[src/gfm_pkg.sv]
package gfm_pkg;

    // -----------------------------------------------------------------
    // widths
    // -----------------------------------------------------------------
    localparam int GFM_PINS = 4;
    localparam int GFM_CLKS = 8;
    localparam int GFM_AW = 16;
    localparam int GFM_DW = 8;
    localparam int GFM_SELW = 3;
    // clock output steered by code "alt b" sits this far above the pin
    localparam int GFM_ALT_B_OFS = 4;
    localparam int GFM_REFSEL_PIN = 2;

    // -----------------------------------------------------------------
    // register offsets
    // -----------------------------------------------------------------
    localparam logic [GFM_AW-1:0] GFM_ADDR_DIR = 16'h006E;
    localparam logic [GFM_AW-1:0] GFM_ADDR_ISEL2 = 16'h006F;
    localparam logic [GFM_AW-1:0] GFM_ADDR_ISEL1 = 16'h0070;
    localparam logic [GFM_AW-1:0] GFM_ADDR_ISEL0 = 16'h0071;
    localparam logic [GFM_AW-1:0] GFM_ADDR_OSEL2 = 16'h0072;
    localparam logic [GFM_AW-1:0] GFM_ADDR_OSEL1 = 16'h0073;
    localparam logic [GFM_AW-1:0] GFM_ADDR_OSEL0 = 16'h0074;
    localparam logic [GFM_AW-1:0] GFM_ADDR_RSVD = 16'h0075;
    localparam logic [GFM_AW-1:0] GFM_ADDR_OUTVAL = 16'h0076;
    localparam logic [GFM_AW-1:0] GFM_ADDR_INVAL = 16'h0219;

    // -----------------------------------------------------------------
    // reset values
    // -----------------------------------------------------------------
    localparam logic [GFM_PINS-1:0] GFM_DIR_RST = 4'h1;
    localparam logic [GFM_PINS-1:0] GFM_ISEL2_RST = 4'h0;
    localparam logic [GFM_PINS-1:0] GFM_ISEL1_RST = 4'h0;
    localparam logic [GFM_PINS-1:0] GFM_ISEL0_RST = 4'h0;
    localparam logic [GFM_PINS-1:0] GFM_OSEL2_RST = 4'h0;
    localparam logic [GFM_PINS-1:0] GFM_OSEL1_RST = 4'h0;
    localparam logic [GFM_PINS-1:0] GFM_OSEL0_RST = 4'h1;
    localparam logic [GFM_PINS-1:0] GFM_OUTVAL_RST = 4'h0;

    // -----------------------------------------------------------------
    // selector codes
    // -----------------------------------------------------------------
    localparam logic [GFM_SELW-1:0] GFM_FN_PLAIN = 3'h0;
    localparam logic [GFM_SELW-1:0] GFM_FN_ALT_A = 3'h1;
    localparam logic [GFM_SELW-1:0] GFM_FN_ALT_B = 3'h2;
    localparam logic [GFM_SELW-1:0] GFM_FN_REFSEL = 3'h5;

    // -----------------------------------------------------------------
    // carriers
    // -----------------------------------------------------------------
    typedef struct packed {
        logic wr;
        logic rd;
        logic [GFM_AW-1:0] addr;
        logic [GFM_DW-1:0] wdata;
    } gfm_reg_req_t;

    typedef struct packed {
        logic loss_of_lock;
        logic holdover;
        logic [1:0] ref_los;
    } gfm_status_t;

endpackage
[src/gfm_gpio_mux.sv]
`timescale 1ns/1ps
`default_nettype none

module gfm_gpio_mux
    import gfm_pkg::*;
#(
    parameter int PINS = gfm_pkg::GFM_PINS
) (
    input wire logic clock,                        // 200 MHz clock
    input wire logic rst_n,                        // sync reset, low
    input wire logic ce,                           // freezes all state
    input wire gfm_pkg::gfm_reg_req_t reg_req,     // register access
    output logic [gfm_pkg::GFM_DW-1:0] reg_rdata,  // read data
    output logic reg_rvalid,                       // read data valid
    input wire gfm_pkg::gfm_status_t status,       // internal flags
    input wire logic [gfm_pkg::GFM_PINS-1:0] gpio_in,  // pin levels
    output logic [gfm_pkg::GFM_PINS-1:0] gpio_out,     // pin drive
    output logic [gfm_pkg::GFM_PINS-1:0] gpio_oe,      // drive enable
    output logic [gfm_pkg::GFM_CLKS-1:0] clk_oe_ctrl,  // pin oe levels
    output logic [gfm_pkg::GFM_CLKS-1:0] clk_oe_ctrl_active, // pin owns
    output logic manual_reference_select,          // pin ref select
    output logic manual_reference_select_active    // pin owns select
);

    // -----------------------------------------------------------------
    // parameter check
    // -----------------------------------------------------------------
    // the per-pin function table is fixed, so only four pins are served
    initial begin
        if (PINS != GFM_PINS) $error("gfm_gpio_mux: PINS must be 4");
    end

    // -----------------------------------------------------------------
    // pin synchronisers
    // -----------------------------------------------------------------
    logic [GFM_PINS-1:0] pin_sync;

    gfm_pin_sync #(
        .W(GFM_PINS)
    ) u_sync (
        .clock(clock),
        .rst_n(rst_n),
        .ce(ce),
        .d_in(gpio_in),
        .q_out(pin_sync)
    );

    // -----------------------------------------------------------------
    // register file
    // -----------------------------------------------------------------
    logic [GFM_PINS-1:0] dir_q, dir_d;
    logic [GFM_PINS-1:0] isel2_q, isel2_d;
    logic [GFM_PINS-1:0] isel1_q, isel1_d;
    logic [GFM_PINS-1:0] isel0_q, isel0_d;
    logic [GFM_PINS-1:0] osel2_q, osel2_d;
    logic [GFM_PINS-1:0] osel1_q, osel1_d;
    logic [GFM_PINS-1:0] osel0_q, osel0_d;
    logic [GFM_PINS-1:0] out_val_q, out_val_d;
    logic [GFM_PINS-1:0] in_val_q, in_val_d;
    logic [GFM_DW-1:0] rdata_q, rdata_d;
    logic rvalid_q, rvalid_d;
    logic [GFM_SELW-1:0] isel [GFM_PINS];
    logic [GFM_SELW-1:0] osel [GFM_PINS];
    logic [GFM_PINS-1:0] plain_in;

    // each selector is gathered from one bit of three registers
    for (genvar g = 0; g < GFM_PINS; g++) begin : g_sel
        assign isel[g] = {isel2_q[g], isel1_q[g], isel0_q[g]};
        assign osel[g] = {osel2_q[g], osel1_q[g], osel0_q[g]};
        assign plain_in[g] = !dir_q[g] && isel[g] == GFM_FN_PLAIN;
    end

    always_comb begin
        dir_d = dir_q;
        isel2_d = isel2_q;
        isel1_d = isel1_q;
        isel0_d = isel0_q;
        osel2_d = osel2_q;
        osel1_d = osel1_q;
        osel0_d = osel0_q;
        out_val_d = out_val_q;
        // non-plain pins read back zero rather than a stale level
        in_val_d = pin_sync & plain_in;
        rdata_d = rdata_q;
        rvalid_d = reg_req.rd;
        // upper reserved bits are dropped; they read back as zero
        if (reg_req.wr) begin
            if (reg_req.addr == GFM_ADDR_DIR) begin
                dir_d = reg_req.wdata[GFM_PINS-1:0];
            end else if (reg_req.addr == GFM_ADDR_ISEL2) begin
                isel2_d = reg_req.wdata[GFM_PINS-1:0];
            end else if (reg_req.addr == GFM_ADDR_ISEL1) begin
                isel1_d = reg_req.wdata[GFM_PINS-1:0];
            end else if (reg_req.addr == GFM_ADDR_ISEL0) begin
                isel0_d = reg_req.wdata[GFM_PINS-1:0];
            end else if (reg_req.addr == GFM_ADDR_OSEL2) begin
                osel2_d = reg_req.wdata[GFM_PINS-1:0];
            end else if (reg_req.addr == GFM_ADDR_OSEL1) begin
                osel1_d = reg_req.wdata[GFM_PINS-1:0];
            end else if (reg_req.addr == GFM_ADDR_OSEL0) begin
                osel0_d = reg_req.wdata[GFM_PINS-1:0];
            end else if (reg_req.addr == GFM_ADDR_OUTVAL) begin
                out_val_d = reg_req.wdata[GFM_PINS-1:0];
            end
        end
        if (reg_req.rd) begin
            if (reg_req.addr == GFM_ADDR_DIR) begin
                rdata_d = GFM_DW'(dir_q);
            end else if (reg_req.addr == GFM_ADDR_ISEL2) begin
                rdata_d = GFM_DW'(isel2_q);
            end else if (reg_req.addr == GFM_ADDR_ISEL1) begin
                rdata_d = GFM_DW'(isel1_q);
            end else if (reg_req.addr == GFM_ADDR_ISEL0) begin
                rdata_d = GFM_DW'(isel0_q);
            end else if (reg_req.addr == GFM_ADDR_OSEL2) begin
                rdata_d = GFM_DW'(osel2_q);
            end else if (reg_req.addr == GFM_ADDR_OSEL1) begin
                rdata_d = GFM_DW'(osel1_q);
            end else if (reg_req.addr == GFM_ADDR_OSEL0) begin
                rdata_d = GFM_DW'(osel0_q);
            end else if (reg_req.addr == GFM_ADDR_OUTVAL) begin
                rdata_d = GFM_DW'(out_val_q);
            end else if (reg_req.addr == GFM_ADDR_INVAL) begin
                rdata_d = GFM_DW'(in_val_q);
            end else begin
                rdata_d = '0;
            end
        end
    end

    always_ff @(posedge clock) begin
        if (!rst_n) begin
            dir_q <= GFM_DIR_RST;
            isel2_q <= GFM_ISEL2_RST;
            isel1_q <= GFM_ISEL1_RST;
            isel0_q <= GFM_ISEL0_RST;
            osel2_q <= GFM_OSEL2_RST;
            osel1_q <= GFM_OSEL1_RST;
            osel0_q <= GFM_OSEL0_RST;
            out_val_q <= GFM_OUTVAL_RST;
            in_val_q <= '0;
            rdata_q <= '0;
            rvalid_q <= 1'b0;
        end else if (ce) begin
            dir_q <= dir_d;
            isel2_q <= isel2_d;
            isel1_q <= isel1_d;
            isel0_q <= isel0_d;
            osel2_q <= osel2_d;
            osel1_q <= osel1_d;
            osel0_q <= osel0_d;
            out_val_q <= out_val_d;
            in_val_q <= in_val_d;
            rdata_q <= rdata_d;
            rvalid_q <= rvalid_d;
        end
    end

    // -----------------------------------------------------------------
    // pin function mux
    // -----------------------------------------------------------------
    logic [GFM_PINS-1:0] gout_q, gout_d;
    logic [GFM_PINS-1:0] goe_q, goe_d;
    logic [GFM_CLKS-1:0] coe_q, coe_d;
    logic [GFM_CLKS-1:0] cact_q, cact_d;
    logic refsel_q, refsel_d;
    logic refsel_act_q, refsel_act_d;

    always_comb begin
        gout_d = '0;
        goe_d = '0;
        coe_d = '0;
        cact_d = '0;
        refsel_d = 1'b0;
        refsel_act_d = 1'b0;
        for (int i = 0; i < GFM_PINS; i++) begin
            if (dir_q[i]) begin
                goe_d[i] = 1'b1;
                case (osel[i])
                    GFM_FN_PLAIN: begin
                        gout_d[i] = out_val_q[i];
                    end
                    GFM_FN_ALT_A: begin
                        if (i == 0) begin
                            gout_d[i] = status.loss_of_lock;
                        end else if (i == 1) begin
                            gout_d[i] = status.holdover;
                        end else if (i == GFM_REFSEL_PIN) begin
                            gout_d[i] = status.ref_los[0];
                        end
                    end
                    GFM_FN_ALT_B: begin
                        if (i >= GFM_REFSEL_PIN) begin
                            gout_d[i] = status.ref_los[1];
                        end
                    end
                    GFM_FN_REFSEL: begin
                        // the select is a level from the board, so the
                        // driver is released even in output mode
                        if (i == GFM_REFSEL_PIN) begin
                            goe_d[i] = 1'b0;
                            refsel_d = pin_sync[i];
                            refsel_act_d = 1'b1;
                        end
                    end
                    default: begin
                        // reserved codes drive low
                    end
                endcase
            end else begin
                case (isel[i])
                    GFM_FN_ALT_A: begin
                        coe_d[i] = pin_sync[i];
                        cact_d[i] = 1'b1;
                    end
                    GFM_FN_ALT_B: begin
                        coe_d[i + GFM_ALT_B_OFS] = pin_sync[i];
                        cact_d[i + GFM_ALT_B_OFS] = 1'b1;
                    end
                    GFM_FN_REFSEL: begin
                        if (i == GFM_REFSEL_PIN) begin
                            refsel_d = pin_sync[i];
                            refsel_act_d = 1'b1;
                        end
                    end
                    default: begin
                        // plain input or reserved: no side function
                    end
                endcase
            end
        end
    end

    always_ff @(posedge clock) begin
        if (!rst_n) begin
            gout_q <= '0;
            goe_q <= GFM_DIR_RST;
            coe_q <= '0;
            cact_q <= '0;
            refsel_q <= 1'b0;
            refsel_act_q <= 1'b0;
        end else if (ce) begin
            gout_q <= gout_d;
            goe_q <= goe_d;
            coe_q <= coe_d;
            cact_q <= cact_d;
            refsel_q <= refsel_d;
            refsel_act_q <= refsel_act_d;
        end
    end

    assign gpio_out = gout_q;
    assign gpio_oe = goe_q;
    assign clk_oe_ctrl = coe_q;
    assign clk_oe_ctrl_active = cact_q;
    assign manual_reference_select = refsel_q;
    assign manual_reference_select_active = refsel_act_q;
    assign reg_rdata = rdata_q;
    assign reg_rvalid = rvalid_q;
endmodule

`default_nettype wire

[src/gfm_pin_sync.sv]
`timescale 1ns/1ps
`default_nettype none

module gfm_pin_sync #(
    parameter int W = 4
) (
    input wire logic clock,         // system clock
    input wire logic rst_n,         // synchronous reset, active low
    input wire logic ce,            // clock enable
    input wire logic [W-1:0] d_in,  // asynchronous pin levels
    output logic [W-1:0] q_out      // synchronised levels
);
    logic [W-1:0] meta_q;
    logic [W-1:0] meta_d;
    logic [W-1:0] sync_q;
    logic [W-1:0] sync_d;

    initial begin
        if (W < 1) $error("gfm_pin_sync: W must be at least 1");
    end

    // first stage is read only by the second stage
    always_comb begin
        meta_d = d_in;
        sync_d = meta_q;
    end

    always_ff @(posedge clock) begin
        if (!rst_n) begin
            meta_q <= '0;
            sync_q <= '0;
        end else if (ce) begin
            meta_q <= meta_d;
            sync_q <= sync_d;
        end
    end

    assign q_out = sync_q;

endmodule

`default_nettype wire

[config.mk]
export PLATFORM = sky130hd
export DESIGN_NAME = gfm_gpio_mux
export DESIGN_NICKNAME = d
export VERILOG_FILES = /design/src/gfm_pkg.sv /design/src/gfm_gpio_mux.sv /design/src/gfm_pin_sync.sv
export SDC_FILE = /design/constraint.sdc
export NUM_CORES = 1
export LEC_CHECK = 0
export BUFFER_PORTS_ARGS = -buffer_cell sky130_fd_sc_hd__buf_2
export CAP_MARGIN = 20
export CORE_ASPECT_RATIO = 1.4
export CORE_UTILIZATION = 53
export DETAILED_ROUTE_END_ITERATION = 10
export PLACE_DENSITY = 0.82
export RECOVER_POWER = 25
export SYNTH_ARGS = -nofsm -noshare
export SYNTH_HDL_FRONTEND = slang
export SYNTH_SLANG_ARGS = --single-unit
[constraint.sdc]
create_clock -name clock -period 7.48 [get_ports clock]
set_clock_uncertainty 0.2 [all_clocks]
set_input_delay 1.496 -clock clock [delete_from_list [all_inputs] [get_ports clock]]
set_output_delay 1.496 -clock clock [all_outputs]
set_load 0.02 [all_outputs]
==> flow_results.org, run 1 <==
** Outcome
- Result of the run :: finished, violations left
- The final reports fail on capacitance limit, slew limit.

** Drt
- Dividing the detail-routed via count by the number of cells gives 5.78.
- The first TritonRoute pass finished after 4 iterations.
- In this run the remaining antenna-violating nets after routing total 0.
- Overall routed net length :: 8.58 mm
- Iteration-0 DRC Markers :: 241
- DRC errors left :: 0
- Via total after detailed routing :: 3,180
- In the final routed layout, each cell accounts on average for 15.6 um.

** Floorplan
- Area enclosed by the die boundary :: 7420 um2
- Boundary pin count :: 72
- Core ar. :: 6700 um2
- The die is 101 um tall.
- The initialized floorplan defines 35 standard-cell rows.
- Initial cell density of the core :: 55.9%
- Die Span X :: 73.1 um

** Job
- Max-cap violations in this run came to 1.

** Worst setup path
- Data arrival time of the worst path :: 5.33 ns
- At the worst endpoint, the required time is 7.51 ns.
- The worst register-to-register path begins at osel0_q[2].
- Worst-case reg-to-reg path depth :: 5
- The worst register-to-register path ends at reg_rdata[2].
- CP endpoint :: isel2_q[0]
- Of all nets on the critical path, the largest fanout is 61.
- The worst setup path is launched from an input pin.
- By startpoint and endpoint, the worst setup path is classified as in -> reg.
- The most critical setup path has its startpoint at ce.
- Reg-to-reg setup timing slack :: 5.83 ns
- The worst setup path is captured at a flop.

** Finish
- Once layout is complete, the cells apart from fillers number 550.
- Sequential Area :: 1500 um2
- For this run, the post-layout net count is 490.
- At the end of the flow the core is filled with cells to 64.1%.
- Count of filler cells inserted in the layout :: 615
- In the final layout, the multi-input gates occupy 2100 um2.
- Synth-to-layout area growth :: 14.6%
- In the final layout, the share of cells above drive strength 1 is 20.7%.
- 0 antenna diodes ended up in the layout.

** Power
- In this run switching power makes up 23.1% of total power.
- Of the total power, registers draw 49.9%.
- Combinational Power Share :: 6.7%
- Leakage power figure :: 0.00159 uW
- The internal power of the cells totals 622 uW.
- Net Switching :: 187 uW
- In this run the power density over the cells is 188 nW/um2.
- Across the VDD grid, the largest voltage drop is 0.142 mV.
- The clock network is responsible for 43.4% of the overall power.

** STA
- Setup violations remaining at the end of the flow were counted as 0.
- Measured against its own limit, the worst slew margin works out to -76.0%.
- Final critical-path share of the clock period :: 70.9%
- The number of slew-limit violations in the final report came to 62.
- Setup total negative slack on the finished layout was measured at 0 ns.
- At the pin with the least slew margin, the transition time is 2.64 ns.
- Hold is met by 0.253 ns.
- Setup repair after global routing missed its margin :: no
- Tmin final :: 5.30 ns
- Final Hold Vio Count :: 0
- Highest attainable clock frequency :: 189 MHz

** CTS
- Total of hold buffers inserted after clock tree synthesis :: 0
- Post-CTS timing repair inserted 0 buffers for setup.
- In this run the clock root is driven by a clkbuf_8.
- CTS tree :: yes
- Total CTS buffers :: 9
- Clock-pin slew on the worst setup and hold paths :: 0.08 ns
- The clock tree synthesis step divided the H-tree into 3 levels.
- Total of cells resized after clock tree synthesis :: 0
- The later pin in the worst-skew pair is clocked with a latency of 0.35 ns.
- Buffers from clock root to sink, at most :: 2
- Number of clock sinks :: 75

** Logic synthesis
- Number of synthesized register bits :: 75
- Top cell type by total area after synthesis :: dfxtp_1
- Most instantiated cells after synthesis :: 75 x dfxtp_1, 49 x nor2b_1, 43 x mux2i_1
- Number of standard cells after synthesis :: 404
- Mean instance size in the synthesized netlist :: 9.28 um2
- Number of distinct library cells after synthesis :: 50
- In the synthesized netlist the dominant register cell turns out to be dfxtp_1.
- Most frequent cell after synthesis :: dfxtp_1
- In this run the cell area of the synthesized design comes to 3750 um2.
- Post-synthesis sequential area ratio :: 40.1%
- The share of synthesized area in the top cell type comes to 40.1%.
- Ys async rst share :: 0%
- For this run, the number of Yosys warnings is 0.
- Number of enable flip-flop cells after synthesis :: 0
- Most area-consuming cells after synthesis :: dfxtp_1 40%, mux2i_1 11%, nor2b_1 8.2%

** Worst hold path
- The min-delay analysis places its worst path in the category reg -> reg.

** Global routing
- The initial antenna violation count came to 0.
- Global-route wire length before repair :: 14.0 mm
- Largest net degree at the start of global routing :: 85
- After global routing the overflow that remains totals 0.
- Via count of the first global-routing pass :: 2,988
- Overall fraction of global-route tracks in use :: 24.8%

** Placed design
- Post-DP HPWL :: 5.89 mm
- Placed cell count :: 534
- Routability-driven placement finished with a final weighted congestion of 0.887.
- Number of port buffers :: 63
critical path: stages:
cell and delay (ns):
buf_2 0.07, clkbuf_1 1.87, nand2_1 0.73, nor4_2 0.82, mux2i_1 0.26, nor2b_1 0.07
per-stage QoR:
| step | cell area [um2] | power [uW] | setup WS [ns] |
|---|---|---|---|
| floorplan | 3760 | 451 | 3.73 |
| global placement | 4070 | 465 | 3.13 |
| detailed placement | 4070 | 466 | 3.05 |
| CTS | 4300 | 816 | 3.40 |
| global route | 4290 | 838 | 1.70 |
| finish | 4290 | 809 | 2.18 |
power by group through the flow:
| stage | logic, uW | clock network [uW] | registers, uW |
|---|---|---|---|
| 6_report | 53.9 | 351 | 404 |
| 3_3_place_gp | 51.9 | 0 | 413 |
| 3_5_place_dp | 53.0 | 0 | 413 |
| 4_1_cts | 53.4 | 358 | 404 |
| 5_1_grt | 59.0 | 375 | 404 |
| 2_1_floorplan | 37.1 | 0 | 414 |
how the worst min path moves through the flow:
stage / start / end / slack (ns) / cells past startpoint
3_3_place_gp: reg_rdata[2] / reg_rdata[2] / 0.24 / 2
3_5_place_dp: gpio_oe[0] / gpio_oe[0] / 0.25 / 2
5_1_grt: gpio_oe[0] / gpio_oe[0] / 0.29 / 2
2_1_floorplan: isel0_q[1] / isel0_q[1] / 0.27 / 2
4_1_cts: reg_rdata[2] / reg_rdata[2] / 0.26 / 2
6_report: reg_rdata[2] / reg_rdata[2] / 0.25 / 2
layout make-up:
type	count	share of cell area, %
clock buffer	11	3.29
clock inverter	5	1.98
inverter	6	0.524
multi-input combinational	296	49.0
sequential	75	35.0
tap	92	2.68
timing repair buffer	65	7.60
routing by layer:
layer / wire, um / vias to the layer above / GRT usage, %
li1: - / 1548 / -
met1: 3620 / 1505 / 29.7
met2: 4220 / 105 / 40.8
met3: 502 / 22 / 6.17
met4: 236 / 0 / 12.4
met5: 0 / - / 0
layout by cell type, fill, tap and decap left out, types with 4 or more instances in the layout:
cell	synthesis	routed
o21ai_0	13	13
nor2_1	11	11
nor4_2	3	4
clkbuf_8	0	10
nand4_1	6	6
nand4b_1	4	4
buf_2	3	63
a22oi_1	7	7
and2_1	6	5
nand2b_1	15	15
conb_1	1	4
a21oi_1	5	5
nor4_1	10	9
mux2_2	4	4
nor2b_1	49	49
dfxtp_1	75	75
or3_1	4	4
nand2_1	27	27
mux2i_1	43	43
o22ai_1	5	5
nand3_1	17	17
a21boi_0	13	13
inv_1	6	6
o21a_1	7	7
cell families (layout without fill, tap and decap cells):
family                 after synthesis  count (layout)  synth area share (%)
AOI/OAI and AO/OA                   68              68                  14.1
buffers and inverters               36              87                  4.31
DFF                                 75              75                  40.1
muxes                               47              47                  12.7
other                                1               4                 0.100
and+or+nand+nor                    177             177                  28.8
Power figures use the tool's default switching activity.
==> run 2, diff against run 1 <==
ABC_AREA = 1   (was not set)
CORE_UTILIZATION = 49   (was 53)
PLACE_DENSITY = 0.8   (was 0.82)
clock period = 4.7 ns   (was 7.48 ns; I/O delays follow)
==> run 2 against run 1 <==
  * The flow now finishes without violations
  * Global-route usage rose by 3.0 points
  * Synthesized area fell by 6.6%
  * Core utilization fell by 5.4 points
  * Clock power rose by 55%
  * Sequential share of layout area rose by 1.9 points
  * Worst hold slack improved by 0.015 ns
  * Flip-flop and latch count did not move
  * Synthesized cell count rose by 21%
  * First-iteration DRC count fell by 11%
  * Critical path type unchanged
  * Largest power group unchanged
==> flow_results.org, run 2 <==
** Outcome
- Result of the run :: finished, final reports clean

** STA
- Tmin final :: 2.78 ns
- The normalized max-slew margin came to 20.0% (+96 points).
- Setup repair after global routing left no endpoint under its margin.
- Final critical-path share of the clock period :: 59.2%
- Setup-failing EPs final :: 0 (unchanged)
- Worst slew pin tran :: 1.20 ns (-1.44 ns)
- Setup TNS :: 0 ns (unchanged)
- The final-layout worst hold slack is 0.268 ns (+0.0149 ns).
- Based on the critical path, the design can be clocked at up to 359 MHz.
- The number of endpoints with negative hold slack in the final report was 0 (unchanged).
- The number of slew-limit violations in the final report came to 0 (-100%).

** Logic synthesis
- In the synthesized netlist the dominant register cell turns out to be dfxtp_1.
- Post-synthesis sequential area ratio :: 42.9% (+2.9 points)
- The share of synthesized flip-flops with an asynchronous set or reset was 0% (unchanged).
- The netlist area before placement was 3500 um2 (-6.6%).
- The commonest cells after synthesis are 79 x nand2_1, 76 x nor2_1, 75 x dfxtp_1.
- Number of standard cells after synthesis :: 489 (+21%)
- The mean instance size in the synthesized netlist came to 7.15 um2 (-23%).
- The count of flip-flops with a built-in enable after synthesis came to 0 (unchanged).
- The synthesized design spends more area on one cell type than any other, namely dfxtp_1.
- nand2_1 is the most common cell in the netlist.
- The number of synthesized register bits is 75 (unchanged).
- Number of distinct library cells after synthesis :: 32 (-36%)
- Warning count from the yosys run :: 0 (unchanged)
- Most area-consuming cells after synthesis :: dfxtp_1 43%, nand2_1 8.5%, nor2_1 8.2%
- Fraction of synthesized cell area taken by the top area cell type :: 42.9% (+2.9 points)

** Power
- The combinational power share is 7.1% (+0.4 points).
- Leakage power figure :: 0.00165 uW (+3.7%)
- The cell-internal power came to 980 uW (+58%).
- Share of power burned in registers :: 50.6% (+0.7 points)
- The switching part of the total power came to 23.7% (+0.67 points).
- The maximum resistive drop on vdd came to 0.328 mV (+130%).
- Power per cell area :: 316 nW/um2 (+68%)
- The switching power was 305 uW (+63%).
- The clock power share was 42.4% (-1.0 points).

** CTS
- The deepest level of the CTS H-tree came to 3 (unchanged).
- The post-CTS repair timing setup buffer count came to 0 (unchanged).
- The worst-case clock buffer depth is 2 (unchanged).
- Clock-pin slew on the worst setup and hold paths :: 0.08 ns (about the same)
- The total number of clock tree sinks was 75 (unchanged).
- CTS tree :: yes
- Total CTS buffers :: 9 (unchanged)
- Latest clock arrival within the worst-skew pair :: 0.35 ns (about the same)
- Total of hold buffers inserted after clock tree synthesis :: 0 (unchanged)
- Clock tree synthesis selected as its root buffer the cell clkbuf_8.
- Total of cells resized after clock tree synthesis :: 0 (unchanged)

** Placed design
- Post-DP Area :: 3870 um2 (-4.9%)
- The last weighted congestion value of the routability-driven placer came to 0.950 (+7.1%).
- Post-DP HPWL :: 7.35 mm (+25%)
- The total of buffers placed on input and output ports came to 63 (unchanged).
- Placed cell count :: 634 (+19%)

** Global routing
- The global-route wire length before repair was 15.4 mm (+10%).
- The initial antenna violation count was 0 (unchanged).
- The pin count of the biggest net entering global routing was 45 (-47%).
- The overall fraction of global-route tracks in use was 27.7% (+3.0 points).
- The leftover overflow at the end of global routing came to 0 (unchanged).
- Via count of the first global-routing pass :: 3,260 (+9.1%)

** Drt
- The residual DRC count was 0 (unchanged).
- Via total after detailed routing :: 3,506 (+10%)
- DR WL/cell :: 15.2 um (-2.4%)
- Number of nets with antenna violations after detailed routing :: 0 (unchanged)
- The initial detailed-routing violation count was 215 (-11%).
- Via density :: 5.40 (-6.6%)
- Number of iterations in the first detailed-routing pass :: 5 (+1)
- The total length of routed wires came to 9.88 mm (+15%).

** Finish
- Final standard cell count with taps included and fillers excluded :: 649 (+18%)
- Antenna cell count :: 0 (unchanged)
- The count of nets after finishing was 587 (+20%).
- The total of fill cells in the finished design is 684 (+11%).
- From synthesis to final layout, the design area changed by 16.3%.
- Fraction of layout cells with a size suffix above 1 :: 17.7% (-3.1 points)
- In the layout the commonest cells are 79 x nand2_1, 76 x nor2_1, 75 x dfxtp_1.
- Most common library cell in the layout ignoring fill and taps :: nand2_1
- The core utilization of the finished layout came to 58.7% (-5.4 points).
- Final Instance Area :: 4070 um2 (-5.2%)

** Floorplan
- Core ar. :: 6940 um2 (+3.5%)
- The height of the die is 102 um (+0.48%).
- Die Span X :: 73.4 um (+0.47%)
- Area enclosed by the die boundary :: 7490 um2 (+0.95%)
- The effective utilization at floorplan is 50.4% (-5.5 points).
- Boundary pin count :: 72 (unchanged)
- The number of standard-cell rows in the floorplan came to 36 (+2.9%).

** Worst hold path
- Path type of the worst min-delay path :: reg -> reg

** Worst setup path
- Class of the most critical setup path :: in -> reg
- The required arrival time at the worst endpoint came to 4.72 ns (-2.79 ns).
- Data arrival time of the worst path :: 2.81 ns (-2.52 ns)
- Critical path peak fanout :: 17 (-72%)
- STA classifies the critical path endpoint as a flop.
- The worst setup path is launched from an input pin.

** Job
- Number of maximum-capacitance violations :: 0 (-1)
[run 2: stage by stage]
stage                     worst slack, ns  power [uW]
final                                1.92        1290
after global routing                 1.76        1320
after CTS                            1.90        1290
after detailed placement             1.54         755
after global placement               1.58         753
after floorplan                      2.38         720
[run 2: per-layer routing]
metal,track usage (%),vias to the layer above,wire length [um]
met5,0,-,0
met4,18.5,0,509
met3,3.75,38,638
met2,46.3,164,4780
met1,33.0,1569,3950
li1,-,1735,-
[run 2: worst paths after layout]
kind / cells after the start / start / endpoint / slack (ns)
min reg2reg: 2 / reg_rvalid / reg_rvalid / 0.27
min: 2 / reg_rvalid / reg_rvalid / 0.27
max reg2reg: 5 / dir_q[3] / clk_oe_ctrl[3] / 3.15
max: 10 / reg_req[23] / osel1_q[2] / 1.92
[run 2: critical path: stages]
cell	delay (ns)
buf_2	0.10
nor2_1	0.10
nand2_1	0.08
nor2_2	0.61
buf_4	0.32
nand2_1	0.11
nor3_4	0.31
inv_2	0.11
nand2_1	0.07
a21oi_1	0.06
[run 2: cell type report]
type                    count  area [um2]  area share [%]
multi-input cells         345        1710            42.0
inverters                  52         195            4.80
repair buffers             67         327            8.03
flip-flops and latches     75        1500            36.9
clock buffers              11         141            3.47
clock inverters             4        75.1            1.85
well taps                  95         119            2.92
[run 2: kinds of logic after synthesis]
family	Yosys count	synth area share (%)
AO/OA/AOI/OAI	104	16.6
buffers and inverters	72	8.51
flip-flops	75	42.9
other	1	0.107
AND/OR/NAND/NOR	237	31.9
[run 2: power by group through the flow]
stage | logic (uW) | clock network [uW] | registers, uW
after global placement | 89.1 | 0 | 664
final | 90.8 | 544 | 650
after CTS | 90.9 | 544 | 650
after detailed placement | 90.6 | 0 | 664
after global routing | 99.6 | 574 | 651
after floorplan | 53.1 | 0 | 667
==> run 3, diff against run 2 <==
ABC_AREA = 0   (was 1)
CORE_UTILIZATION = 53   (was 49)
PLACE_DENSITY = 0.82   (was 0.8)
clock period = 2.6 ns   (was 4.7 ns; I/O delays follow)
==> run 3 against run 2 <==
  * Total power grew 80%
  * Cell area grew 13%
  * Sequential power grew 78%
  * Clock power grew 79%
==> flow_results.org, run 3 (synthesis results as in run 1) <==
** Outcome
- The run finished with clean final reports.

** STA
- After layout, the worst path uses 94.8% of the clock period.
- The setup TNS was 0 ns (unchanged).
- The number of slew-limit violations in the final report was 0 (unchanged).
- Counting I/O delays and the setup requirement, the final critical path takes 2.47 ns.
- Relative slew slack :: 67.2% (+47 points)
- The actual transition at the worst max-transition pin is 0.486 ns (-0.714 ns).
- Final Hold Vio Count :: 0 (unchanged)
- Highest attainable clock frequency :: 406 MHz
- Setup repair after global routing missed its margin :: no
- Setup-failing EPs final :: 0 (unchanged)

** Job
- The number of violations of the max-capacitance limit was 0 (unchanged).

** Worst setup path
- The worst setup path is captured at a flop.
- Required time at the endpoint of the critical path :: 2.70 ns (-2.02 ns)
- STA classifies the critical path startpoint as an input pin.
- The path depth of the worst reg2reg path came to 4 (-1).
- The critical path is of the in -> reg type.
- The largest driver fanout on the critical path is 7 (-10).
- The endpoint arrival time on the critical path came to 2.56 ns (-0.25 ns).

** Global routing
- Sum of overflow across all layers after global routing :: 0 (unchanged)
- The number of global-route vias before repair was 3,061 (-6.1%).
- The overall fraction of global-route tracks in use came to 25.8% (-1.9 points).
- Largest net degree at the start of global routing :: 85 (+89%)
- Number of antenna violations at the first check in global routing :: 0 (unchanged)
- The global-route wire length before repair was 14.6 mm (-5.2%).

** Finish
- Most common library cell in the layout ignoring fill and taps :: dfxtp_1
- Layout net count :: 525 (-11%)
- The post-layout instance area is 4600 um2 (+13%).
- Most frequent cells in the layout :: 75 x dfxtp_1, 62 x buf_2, 49 x nor2b_1
- Antenna cell count :: 0 (unchanged)
- Final standard cell count with taps included and fillers excluded :: 584 (-10%)
- Synth-to-layout area growth :: 22.8%
- The share of post-route cells with drive strength above 1 was 26.8% (+9.1 points).

** CTS
- The post-cts repair resize count came to 0 (unchanged).
- Total CTS buffers :: 9 (unchanged)
- Total of hold buffers inserted after clock tree synthesis :: 0 (unchanged)
- Latest clock arrival within the worst-skew pair :: 0.35 ns (about the same)
- Buffers from clock root to sink, at most :: 2 (unchanged)
- Clock-pin slew on the worst setup and hold paths :: 0.08 ns (about the same)
- CTS root buf :: clkbuf_8
- Maximum level of the CTS H-tree :: 3 (unchanged)
- CTS tree :: yes
- The total number of clock tree sinks was 75 (unchanged).
- Setup Buffers After CTS :: 0 (unchanged)

** Power
- The power density over cell area is 503 nW/um2 (+59%).
- The leakage power figure came to 0.00179 uW (+8.2%).
- Peak supply drop :: 0.508 mV (+55%)

** Floorplan
- The number of standard-cell rows in the floorplan was 35 (-2.8%).
- The width of the chip is 73.1 um (-0.47%).
- The height of the die is 101 um (-0.48%).
- Area enclosed by the die boundary :: 7420 um2 (-0.94%)
- Core ar. :: 6700 um2 (-3.4%)
- Boundary pin count :: 72 (unchanged)
- Initial cell density of the core :: 55.9% (+5.5 points)

** Drt
- Number of iterations in the first detailed-routing pass :: 5 (unchanged)
- The detailed-route via count is 3,264 (-6.9%).
- The total length of routed wires was 9.10 mm (-7.9%).
- DR WL/cell :: 15.6 um (+2.4%)
- Via density :: 5.59 (+3.5%)
- Number of nets with antenna violations after detailed routing :: 0 (unchanged)
- DRC errors left :: 0 (unchanged)
- The initial detailed-routing violation count was 225 (+4.7%).

** Placed design
- Post-DP HPWL :: 6.51 mm (-12%)
- The placement-stage cell area came to 4390 um2 (+13%).
- The last weighted congestion value of the routability-driven placer is 0.900 (-5.4%).
- Number of port buffers :: 63 (unchanged)
- Placed cell count :: 569 (-10%)

** Worst hold path
- Path type of the worst min-delay path :: in -> reg
- The depth of the worst hold-timing path was 3 (+1).
-- run 3: cell count changes in the layout (fill, tap and decap cells not counted), moves of 13 or more --
cell and change:
clkbuf_1 -15, buf_4 +31, nand3_1 -22, buf_2 +14
nor2_1 -65, a21boi_0 +13, mux2i_1 +43, a21oi_1 -51
inv_1 -37, nor2b_1 +49, nand2b_1 +15, nand2_1 -52
o21ai_1 -16
-- run 3: critical path, stage by stage --
cell and delay, ns:
buf_2 0.11, or4_4 0.58, nor4_1 0.37, buf_4 0.19, a22oi_1 0.06, o311ai_0 0.44, buf_4 0.19, a22o_1 0.11
-- run 3: worst paths after layout --
path	startpoint	end	slack, ns
worst min register to register	reg_rdata[2]	reg_rdata[2]	0.25
worst max-delay path	reg_req[23]	reg_rdata[3]	0.13
worst min-delay path	gpio_in[1]	u_sync.meta_q[1]	0.23
worst max register to register	isel2_q[0]	reg_rdata[0]	0.92
-- run 3: final cells by class --
class	instances	area [um2]
sequential	75	1500
multi-input combinational	296	2130
fill	537	2100
clock buffer	9	124
inverter	6	22.5
tap	92	115
clock inverter	6	90.1
timing repair buffer	100	617
-- run 3: per-layer routing --
layer  GRT usage [%]  vias to the layer above  share of wire, %  routed length [um]
met1            32.1                     1538                43                3940
met2            43.8                       91                50                4580
li1                -                     1621                 -                   -
met5               0                        -                 0                   0
met4            10.4                        0               2.0                 186
met3            4.58                       14               4.3                 389
-- run 3: stage by stage --
step	hold WS [ns]	power, uW	setup WS, ns	utilization, %
floorplan	0.268	1300	-0.0183	-
global placement	0.242	1360	-0.119	65.5
detailed placement	0.244	1370	-0.224	65.5
CTS	0.225	2330	0.144	68.7
global route	0.239	2390	0.0486	68.7
finish	0.229	2310	0.135	68.7
-- run 3: power breakdown --
group	total, uW	internal, uW	switching [uW]
combinational	180	77.9	102
sequential	1160	1160	5.75
clock	972	538	434
